`src/verilog/tx_status_pkg.sv`:
```
// Constants, layout and states of the transmit status word write-back
// Notes on behaviour
// - Flag buffer error when current buffer is not last and next is unobtainable.
// - Buffer error: next descriptor not owned, or underflow before next status fetched.
// - A buffer error turns the transmitter off.
// - Every buffer error also raises the underflow flag.
// - FIFO empty before packet end: truncate, flag underflow, transmitter off.
// - Reserved bit 29 is always written as zero.
// - Collision after slot time: flag late collision and do not retry.
// - Carrier drop during own send sets carrier-lost; internal or carrier-sense input.
// - After carrier loss no retry; the whole packet is still sent. A collision in the same cycle as the drop still retries.
// - Sixteen failed collision attempts set the retry-exhausted flag.
// - With single-attempt setting, one failed attempt sets retry-exhausted.
// - Bits 25-16 report count from send start to collision or carrier loss.
// - Distance counts crystal clock when port choice is 0, transmit clock when 1.
// - Bits 3-0 hold the retry count, saturating at 15.
// - Retry count goes only into the last descriptor; host reads after release.
package tx_status_pkg;
    localparam int WORD_W = 32;
    localparam int BUF_ERR_BIT = 31;
    localparam int STARVED_BIT = 30;
    localparam int RSVD_BIT = 29;
    localparam int LATE_COL_BIT = 28;
    localparam int CAR_LOST_BIT = 27;
    localparam int RETRY_EX_BIT = 26;
    localparam int DIST_LSB = 16;
    localparam int DIST_W = 10;
    localparam int ATT_W = 4;
    localparam logic [4:0] MAX_ATTEMPTS = 5'h10;
    localparam logic [ATT_W-1:0] ATT_SAT = 4'hf;
    localparam logic [DIST_W-1:0] DIST_ONE = 10'h001;

    typedef enum logic [3:0] {
        ST_IDLE = 4'h1,
        ST_SEND = 4'h2,
        ST_WRITE = 4'h4,
        ST_RELEASE = 4'h8
    } state_e;

    // Failed attempts to retries: 16 failures mean 15 retries were made
    function automatic logic [ATT_W-1:0] sat_retries(input logic [4:0] fails);
        sat_retries = (fails > {1'b0, ATT_SAT}) ? ATT_SAT : fails[ATT_W-1:0];
    endfunction
endpackage
```
`src/verilog/fault_count_if.sv`:
```
// Link between the status sequencer and the fault distance counter
`timescale 1ns/1ps
interface fault_count_if;
    logic clear;
    logic run;
    logic port_choice;
    logic xtal_rise;
    logic txc_rise;
    logic [9:0] count;
    modport ctrl (output clear, output run, output port_choice, output xtal_rise,
        output txc_rise, input count);
    modport counter (input clear, input run, input port_choice, input xtal_rise,
        input txc_rise, output count);
endinterface

```
`src/verilog/fault_distance_counter.sv`:
```
// Fault distance counter advanced by sampled crystal or transmit clock edges
`timescale 1ns/1ps
module fault_distance_counter
    import tx_status_pkg::*;
(
    input wire logic core_clk,
    input wire logic nrst,
    fault_count_if.counter fc
);
    logic [DIST_W-1:0] count;
    logic [DIST_W-1:0] next_count;
    logic tick;

    always_comb
    begin
        tick = fc.port_choice ? fc.txc_rise : fc.xtal_rise;
        next_count = count;
        if (fc.clear)
            next_count = '0;
        else if (fc.run && tick)
            next_count = count + DIST_ONE;
    end

    always_ff @(posedge core_clk)
    begin
        if (!nrst)
            count <= '0;
        else
            count <= next_count;
    end

    assign fc.count = count;
endmodule

```
`src/verilog/pin_edge_sampler.sv`:
```
// Two-flop synchroniser with rise and fall detection for an outside pin
`timescale 1ns/1ps
module pin_edge_sampler (
    input wire logic core_clk,
    input wire logic nrst,
    input wire logic pin,
    output logic level,
    output logic rise,
    output logic fall
);
    logic meta;
    logic sync;
    logic prev;

    always_ff @(posedge core_clk)
    begin
        if (!nrst)
        begin
            meta <= 1'b0;
            sync <= 1'b0;
            prev <= 1'b0;
        end
        else
        begin
            meta <= pin;
            sync <= meta;
            prev <= sync;
        end
    end

    assign level = sync;
    assign rise = sync & ~prev;
    assign fall = ~sync & prev;
endmodule

```
`src/verilog/tx_descriptor_status_writeback.sv`:
```
// Transmit status sequencer: builds and writes back descriptor word two
`timescale 1ns/1ps
module tx_descriptor_status_writeback
    import tx_status_pkg::*;
(
    input wire logic core_clk,
    input wire logic nrst,
    input wire logic attempt_start,
    input wire logic tx_collision,
    input wire logic slot_time_past,
    input wire logic carrier_sense_in,
    input wire logic builtin_attachment_unit,
    input wire logic builtin_carrier_lost,
    input wire logic buffer_end,
    input wire logic last_buffer_flag,
    input wire logic next_owned,
    input wire logic next_status_fetched,
    input wire logic fifo_empty_early,
    input wire logic packet_done,
    input wire logic transmitter_enable,
    input wire logic single_attempt_setting,
    input wire logic serial_port_choice,
    input wire logic crystal_clock_in,
    input wire logic serial_transmit_clock,
    output logic transmitter_on,
    output logic truncate_frame,
    output logic retry_request,
    output logic status_valid,
    output logic [WORD_W-1:0] status_word,
    output logic status_last,
    output logic own_release
);
    // ****************************************************************
    // Pin sampling and distance counter
    // ****************************************************************
    fault_count_if fc ();
    logic cs_level;
    logic cs_fall;
    logic xtal_rise;
    logic txc_rise;

    pin_edge_sampler cs_sampler (
        .core_clk(core_clk),
        .nrst(nrst),
        .pin(carrier_sense_in),
        .level(cs_level),
        .rise(),
        .fall(cs_fall)
    );

    pin_edge_sampler xtal_sampler (
        .core_clk(core_clk),
        .nrst(nrst),
        .pin(crystal_clock_in),
        .level(),
        .rise(xtal_rise),
        .fall()
    );

    pin_edge_sampler txc_sampler (
        .core_clk(core_clk),
        .nrst(nrst),
        .pin(serial_transmit_clock),
        .level(),
        .rise(txc_rise),
        .fall()
    );

    fault_distance_counter distance (
        .core_clk(core_clk),
        .nrst(nrst),
        .fc(fc.counter)
    );

    // ****************************************************************
    // Sequencer state
    // ****************************************************************
    state_e state;
    state_e next_state;
    logic buf_err;
    logic starved;
    logic late_col;
    logic car_lost;
    logic retry_ex;
    logic [4:0] fails;
    logic cnt_run;
    logic cnt_clear;
    logic next_buf_err;
    logic next_starved;
    logic next_late_col;
    logic next_car_lost;
    logic next_retry_ex;
    logic [4:0] next_fails;
    logic next_cnt_run;
    logic next_cnt_clear;
    logic next_transmitter_on;
    logic next_truncate;
    logic next_retry_request;
    logic next_status_valid;
    logic [WORD_W-1:0] next_status_word;
    logic next_status_last;
    logic next_own_release;
    logic sending;
    logic carrier_drop;
    logic chain_stall;
    logic starve_event;
    logic early_collision;

    assign fc.clear = cnt_clear;
    assign fc.run = cnt_run;
    assign fc.port_choice = serial_port_choice;
    assign fc.xtal_rise = xtal_rise;
    assign fc.txc_rise = txc_rise;

    always_comb
    begin
        sending = (state == ST_SEND);
        // Internal unit reports loss itself; serial port watches carrier sense
        carrier_drop = builtin_attachment_unit ? builtin_carrier_lost : cs_fall;
        chain_stall = buffer_end && !last_buffer_flag && !next_owned;
        starve_event = fifo_empty_early;
        early_collision = tx_collision && !slot_time_past;

        next_state = state;
        next_buf_err = buf_err;
        next_starved = starved;
        next_late_col = late_col;
        next_car_lost = car_lost;
        next_retry_ex = retry_ex;
        next_fails = fails;
        next_cnt_run = cnt_run;
        next_cnt_clear = 1'b0;
        next_transmitter_on = transmitter_on | transmitter_enable;
        next_truncate = 1'b0;
        next_retry_request = 1'b0;
        next_status_valid = 1'b0;
        next_status_word = status_word;
        next_status_last = status_last;
        next_own_release = 1'b0;

        case (state)
            ST_IDLE:
            begin
                if (attempt_start && transmitter_on)
                begin
                    next_buf_err = 1'b0;
                    next_starved = 1'b0;
                    next_late_col = 1'b0;
                    next_car_lost = 1'b0;
                    next_retry_ex = 1'b0;
                    next_fails = '0;
                    next_cnt_clear = 1'b1;
                    next_cnt_run = 1'b1;
                    next_state = ST_SEND;
                end
            end
            ST_SEND:
            begin
                if (attempt_start)
                begin
                    next_cnt_clear = 1'b1;
                    next_cnt_run = 1'b1;
                end
                if (carrier_drop && !car_lost)
                begin
                    next_car_lost = 1'b1;
                    next_cnt_run = 1'b0;
                end
                if (chain_stall || (starve_event && !last_buffer_flag && !next_status_fetched))
                begin
                    next_buf_err = 1'b1;
                    next_starved = 1'b1;
                    next_transmitter_on = 1'b0;
                    next_truncate = 1'b1;
                    next_state = ST_WRITE;
                end
                else if (starve_event)
                begin
                    next_starved = 1'b1;
                    next_transmitter_on = 1'b0;
                    next_truncate = 1'b1;
                    next_state = ST_WRITE;
                end
                else if (tx_collision && slot_time_past)
                begin
                    next_late_col = 1'b1;
                    next_cnt_run = 1'b0;
                    next_state = ST_WRITE;
                end
                else if (early_collision && !car_lost)
                begin
                    next_fails = fails + 5'h01;
                    next_cnt_run = 1'b0;
                    if (single_attempt_setting || next_fails == MAX_ATTEMPTS)
                    begin
                        next_retry_ex = 1'b1;
                        next_state = ST_WRITE;
                    end
                    else
                        next_retry_request = 1'b1;
                end
                else if (packet_done)
                begin
                    // Carrier loss lets the packet run to its end, no retry unless a collision comes in the drop's own cycle
                    next_state = ST_WRITE;
                end
            end
            ST_WRITE:
            begin
                next_status_word = '0;
                next_status_word[BUF_ERR_BIT] = buf_err;
                next_status_word[STARVED_BIT] = starved;
                next_status_word[LATE_COL_BIT] = late_col;
                next_status_word[CAR_LOST_BIT] = car_lost;
                next_status_word[RETRY_EX_BIT] = retry_ex;
                next_status_word[DIST_LSB +: DIST_W] = fc.count;
                if (last_buffer_flag)
                    next_status_word[ATT_W-1:0] = sat_retries(fails);
                next_status_last = last_buffer_flag;
                next_status_valid = 1'b1;
                next_state = ST_RELEASE;
            end
            ST_RELEASE:
            begin
                // Ownership only goes back once the word has been written
                next_own_release = 1'b1;
                next_state = ST_IDLE;
            end
            default:
            begin
                next_state = ST_IDLE;
            end
        endcase
    end

    always_ff @(posedge core_clk)
    begin
        if (!nrst)
        begin
            state <= ST_IDLE;
            buf_err <= 1'b0;
            starved <= 1'b0;
            late_col <= 1'b0;
            car_lost <= 1'b0;
            retry_ex <= 1'b0;
            fails <= '0;
            cnt_run <= 1'b0;
            cnt_clear <= 1'b0;
            transmitter_on <= 1'b0;
            truncate_frame <= 1'b0;
            retry_request <= 1'b0;
            status_valid <= 1'b0;
            status_word <= '0;
            status_last <= 1'b0;
            own_release <= 1'b0;
        end
        else
        begin
            state <= next_state;
            buf_err <= next_buf_err;
            starved <= next_starved;
            late_col <= next_late_col;
            car_lost <= next_car_lost;
            retry_ex <= next_retry_ex;
            fails <= next_fails;
            cnt_run <= next_cnt_run;
            cnt_clear <= next_cnt_clear;
            transmitter_on <= next_transmitter_on;
            truncate_frame <= next_truncate;
            retry_request <= next_retry_request;
            status_valid <= next_status_valid;
            status_word <= next_status_word;
            status_last <= next_status_last;
            own_release <= next_own_release;
        end
    end
endmodule

```
`config.mk`:
```
export PLATFORM = sky130hd
export DESIGN_NAME = tx_descriptor_status_writeback
export DESIGN_NICKNAME = d
export VERILOG_FILES = /design/src/verilog/tx_status_pkg.sv /design/src/verilog/fault_count_if.sv /design/src/verilog/fault_distance_counter.sv /design/src/verilog/pin_edge_sampler.sv /design/src/verilog/tx_descriptor_status_writeback.sv
export SDC_FILE = /design/constraint.sdc
export NUM_CORES = 1
export LEC_CHECK = 0
export BUFFER_PORTS_ARGS = -buffer_cell sky130_fd_sc_hd__buf_2
export CORE_UTILIZATION = 45
export CTS_CLUSTER_SIZE = 25
export DETAILED_ROUTE_END_ITERATION = 12
export PLACE_DENSITY_LB_ADDON = 0.12
export SLEW_MARGIN = 40
export SYNTH_ARGS = -nofsm -noshare
export SYNTH_HDL_FRONTEND = slang
export SYNTH_SLANG_ARGS = --single-unit
```
`constraint.sdc`:
```
create_clock -name core_clk -period 1.6 [get_ports core_clk]
set_input_delay 0.16 -clock core_clk [delete_from_list [all_inputs] [get_ports core_clk]]
set_output_delay 0.16 -clock core_clk [all_outputs]
set_load 0.02 [all_outputs]
```
== Word level (Yosys, flattened, before mapping) ==
Index checks and enable logic that the tools add are counted.
Widths: inputs -> output; s select.
Word-level totals
  register bits after elaboration: 60
  bits of input ports: 19
  output and inout bits: 38
Cells by class
  add/sub/neg operators: 2
  $lt $le $gt $ge: 1
  eq/ne operators: 17
  mux-type cells: 55
  bitwise operators: 10
  reduce and logical (&&, ||, !) cells: 29
Operators by type and width (number)
  $mux 4: 9
  $mux 1: 32
  $mux 5: 5
  $pmux 1 s2: 7
  $pmux 4 s3: 1
  $reduce_and 3->1: 4
  $add 10x1->10 const B: 1
  $logic_and 1x1->1: 10
  $ne 2x1->1 const B: 5
  $pmux 5 s2: 1
  $ne 2x2->1 const B: 4
  $reduce_and 7->1: 1
  $ne 6x3->1 const B: 1
  $ne 6x5->1 const B: 1
  $not 1->1: 6
  $reduce_and 6->1: 1
  $reduce_or 6->1: 1
  $add 5x1->5 const B: 1
  $eq 5x5->1 const B: 1
  $gt 5x4->1 const B: 1
  $logic_not 1->1: 5
  $reduce_and 5->1: 1
  $eq 4x1->1 const B: 1
  $eq 4x2->1 const B: 1
  other kinds (9): 13

== Longest topological paths before layout ==
  word-level depth: 10
  gate-level depth with buffers: 6
  gate-level depth less buffers: 6

== Cells and area by module ==
Synthesis repeated with hierarchy kept, for this count alone.
Unflattened totals
  cells, all modules: 287
  area, all modules: 2524.9 um2
By module, submodules not included
  tx_descriptor_status_writeback: instances 1, cells each 209, area an instance 1774.2 um2, seq. area each 820.8 um2
  fault_distance_counter: instances 1, cells each 54, area an instance 476.7 um2, seq. area each 200.2 um2
  pin_edge_sampler: instances 3, cells each 8, area an instance 91.3 um2, seq. area each 60.1 um2

== Worst setup path after synthesis ==
No wires, ideal clock.
  path type: reg2reg
  start point: register fails[0]
  end point: register state[1]
  data arrival time: 1.543 ns
  data required time: 1.482 ns
  setup slack: -0.061 ns
  stages on the path, launching flop included: 7
  buffers on the path: 0
  period minus slack after synthesis: 1.661 ns
  path through: dfxtp_1 > ha_1 > and3_1 > ha_1 > a211oi_1 > o2bb2ai_1 > o2bb2ai_1
Between the ends
  cells in the longest elaborated chain, start to end: 5
Ends and longest elaborated chain
  from (decl): RTL line tx_descriptor_status_writeback.sv:85  | logic [4:0] fails;
  from (signal assigned): RTL line tx_descriptor_status_writeback.sv:265  | fails <= next_fails;
  $add 5x1->5: RTL line tx_descriptor_status_writeback.sv:192  | next_fails = fails + 5'h01;
  $eq 5x5->1: RTL line tx_descriptor_status_writeback.sv:194  | if (single_attempt_setting || next_fails == MAX_ATTEMPTS)
  $logic_or 1x1->1: RTL line tx_descriptor_status_writeback.sv:194
  $ne 6x5->1 (no source line)
  $reduce_and 3->1 (no source line)
  to (signal assigned): RTL line tx_descriptor_status_writeback.sv:259  | state <= next_state;
  to (decl): RTL line tx_descriptor_status_writeback.sv:78  | state_e state;
Every way passes these cells.
A chain may end at the register's enable or synchronous reset.

== Worst setup path after layout ==
  start point: register state[3]
  end point: register fails[1]
Between the ends
  cells in the longest elaborated chain, start to end: 3
  elaborated cells on any way between the ends: 10
Ends and longest elaborated chain
  $eq 4x2->1 or $eq 4x1->1 (tied branches): RTL line tx_descriptor_status_writeback.sv:141  | case (state)
  $ne 2x1->1 (no source line) (tied with other cells)
  $reduce_and 6->1 (no source line)
Several ways; a longest one is shown, not always the timed one.

==> impl_metrics.json <==
{
  "status": "completed",
  "crit_path_end_kind": "flip-flop",
  "finalPower_mw": 2.97,
  "fillers": 520,
  "postRouteAntennaNets": 0,
  "grtUsageMet3": 0.0435,
  "place_ws_ns": -0.0683,
  "drt_wl_total_um": 5540,
  "gr-max-usage-layer": "met2",
  "start_util": 0.467,
  "area_growth_pct": 22.2,
  "drive_above_1_share": 0.286,
  "multi_input_area_um2": 1270,
  "cts_buffers": 9,
  "worst_slack_ns": 0.0393,
  "slew_violations": 0,
  "drt_drc_violations_left": 0,
  "die_h_um": 77.6,
  "cts_tree": "yes",
  "synthCells": 289,
  "dieArea_um2": 6030,
  "h-tree-depth": 3,
  "antenna_cells": 0,
  "grt_pass1_vias": 1955,
  "ir_worst_vdd_mv": 0.740,
  "core_um2": 5510,
  "vias": 2139,
  "leakagePower_nw": 1.28,
  "hold_path_depth": 2,
  "drt-initial-drc-count": 74,
  "syn_area_um2": 2570,
  "gp_congestion": 0.805,
  "via_per_inst": 5.03,
  "fin_crit_ns": 1.56,
  "startpoint_type": "flip-flop",
  "ys_ff_latch": 60,
  "synth_edf_count": 0,
  "clk_latency_ns": 0.33,
  "worst_r2r_path_depth": 4,
  "cts_root_buf": "clkbuf_8",
  "crit_path_cell_trace": "or4b_4 > a21oi_4 > nand2b_4 > a32o_1",
  "ios": 57,
  "antenna_found_initial": 0,
  "dpl.hpwl_um": 3830,
  "grt_max_degree": 24,
  "place.port_buffers": 43,
  "gr-usage-met2": 0.296,
  "path_class": "reg -> reg",
  "grt_overflow_total": 0,
  "post_drt_wl_per_cell_um": 13.0,
  "setup_violations": 0,
  "final_nets": 370,
  "powerDensity_nw_per_um2": 944,
  "cp.required_ns": 1.88,
  "worstHoldPathType": "in -> reg",
  "cp_slowest_cell": "or4b_4",
  "yosysSeqAreaShare": 0.467,
  "die_x_um": 77.6,
  "track_usage": 0.195,
  "fin_crit_sh": 0.975,
  "max-cap-violations": 0,
  "r2r_slack_ns": 0.04,
  "num_rows": 27,
  "hold_viol": 0,
  "worst-endpoint-arrival_ns": 1.84,
  "grt_pass1_wl_um": 9050,
  "skew_ns": 0.0105,
  "drt-pass1-iter-count": 6,
  "synth.distinct_cells": 57,
  "clk_path_buf_depth": 2,
  "fmax_ghz": 0.641,
  "ys.flop_type": "dfxtp_1",
  "gr-usage-met1": 0.257,
  "seqCellArea_um2": 1210,
  "synth-warning-count": 0,
  "path_max_fanout": 7,
  "hold_slack_ns": 0.0343,
  "cts.clk_slew.worst_paths_ns": 0.07,
  "slowest_delay_ns": 0.59,
  "syn_area_per_cell_um2": 8.91,
  "clock_sinks": 60,
  "synthArstFlopShare": 0
}
==> worst max-delay path: cells and delay by family, from the launching register on <==
family,cells,cell delay (ns)
and+or+nand+nor,2,0.78
AOI/OAI and AO/OA,2,0.36
DFF,1,0.37
==> cell type report <==
type | instances | area share
flip-flops and latches | 60 | 0.384
inverters | 9 | 0.0107
clock inverters | 1 | 0.00159
well taps | 72 | 0.0287
clock buffers | 15 | 0.0561
multi-input cells | 206 | 0.405
repair buffers | 62 | 0.114
==> power breakdown <==
group          switching [mW]  internal [mW]
logic                   0.118         0.0687
clock network           0.560          0.689
registers              0.0153           1.52
==> layout by cell type, fill, tap and decap left out, types with 2 or more instances in the layout <==
cell | synthesis | layout
a211oi_1 | 3 | 2
a21oi_1 | 34 | 34
a31o_2 | 3 | 3
and2_1 | 9 | 9
and3_1 | 3 | 2
and4_1 | 2 | 2
and4b_1 | 2 | 2
buf_2 | 2 | 43
buf_4 | 13 | 19
clkbuf_1 | 8 | 3
clkbuf_8 | 0 | 12
conb_1 | 1 | 13
dfxtp_1 | 60 | 56
dfxtp_2 | 0 | 4
ha_1 | 3 | 2
inv_1 | 9 | 9
nand2_1 | 46 | 46
nand2b_1 | 4 | 4
nand3_1 | 4 | 4
nand3b_1 | 2 | 2
nand4_1 | 2 | 2
nand4b_1 | 2 | 2
nor2_1 | 20 | 19
nor3b_1 | 3 | 3
nor4_1 | 2 | 2
nor4b_2 | 2 | 2
o2111ai_1 | 2 | 2
o211ai_1 | 6 | 6
o21ai_0 | 4 | 4
xnor2_1 | 3 | 3
xor2_1 | 5 | 5
==> what timing repair did <==
| action | CTS | global route |
|---|---|---|
| hold endpoints to repair | 0 | 0 |
| endpoints found under the setup margin | 4 | 6 |
| gates cloned | 0 | 0 |
| pin swaps | 1 | 1 |
| buffers inserted | 0 | 0 |
| resized for setup | 2 | 9 |
| hold buffers | 0 | 0 |
==> metal layers <==
layer,wire (um),share of wire,vias to the layer above
met4,104,0.019,0
met1,2800,0.51,987
li1,-,-,1093
met5,0,0,-
met2,2440,0.44,51
met3,191,0.035,8
==> per-stage QoR <==
| stage | instance area (um^2) | TNS, ns | utilization | std cells |
|---|---|---|---|---|
| global route | 3140 | -0.0185 | 0.571 | 425 |
| finish | 3140 | 0 | 0.571 | 425 |
| global placement | 2910 | -0.0592 | 0.529 | 409 |
| CTS | 3110 | 0 | 0.565 | 425 |
| floorplan | 2620 | 0 | - | 301 |
| detailed placement | 2910 | -0.139 | 0.529 | 409 |
==> cells in the mapped netlist (2+ instances only) <==
cell | count | area share
nor4b_2 | 2 | 0.012
xnor2_1 | 3 | 0.010
xor2_1 | 5 | 0.017
clkbuf_1 | 8 | 0.012
ha_1 | 3 | 0.015
buf_4 | 13 | 0.038
o211ai_1 | 6 | 0.017
a21oi_1 | 34 | 0.066
inv_1 | 9 | 0.013
and3_1 | 3 | 0.0073
nand3b_1 | 2 | 0.0058
nor4_1 | 2 | 0.0049
nand2b_1 | 4 | 0.0097
nand3_1 | 4 | 0.0078
o21ai_0 | 4 | 0.0078
buf_2 | 2 | 0.0039
buf_6 | 2 | 0.0087
a31o_2 | 3 | 0.010
o2bb2ai_1 | 2 | 0.0068
o2111ai_1 | 2 | 0.0068
dfxtp_1 | 60 | 0.47
and4b_1 | 2 | 0.0078
nand4b_1 | 2 | 0.0068
nor2_1 | 20 | 0.029
nand2_1 | 46 | 0.067
nor3b_1 | 3 | 0.0087
nand4_1 | 2 | 0.0049
a211oi_1 | 3 | 0.0087
and4_1 | 2 | 0.0068
and2_1 | 9 | 0.022
==> worst paths after layout <==
| path | to | start |
|---|---|---|
| worst max-delay path | fails[1] | state[3] |
| worst min-delay path | txc_sampler.meta | serial_transmit_clock |
| worst max register to register | fails[1] | state[3] |
| worst min register to register | cs_sampler.level | cs_sampler.meta |
==> cell families after synthesis <==
logic type | count (synthesis) | share of synthesized area
AOI/OAI and AO/OA | 65 | 0.162
xor gates and xnor gates | 8 | 0.0272
adders and majority gates | 3 | 0.0146
buffers and inverters | 35 | 0.0773
DFF | 60 | 0.467
other | 1 | 0.00146
and+or+nand+nor | 117 | 0.250
==> sequential cells by signal, summed over array words and instances (netlist names), 4 cells and up <==
| signal | count |
|---|---|
| status_word | 19 |
| distance.fc.count | 10 |
| fails | 5 |
| state | 4 |
No activity file was read; power rests on OpenSTA's default activity.
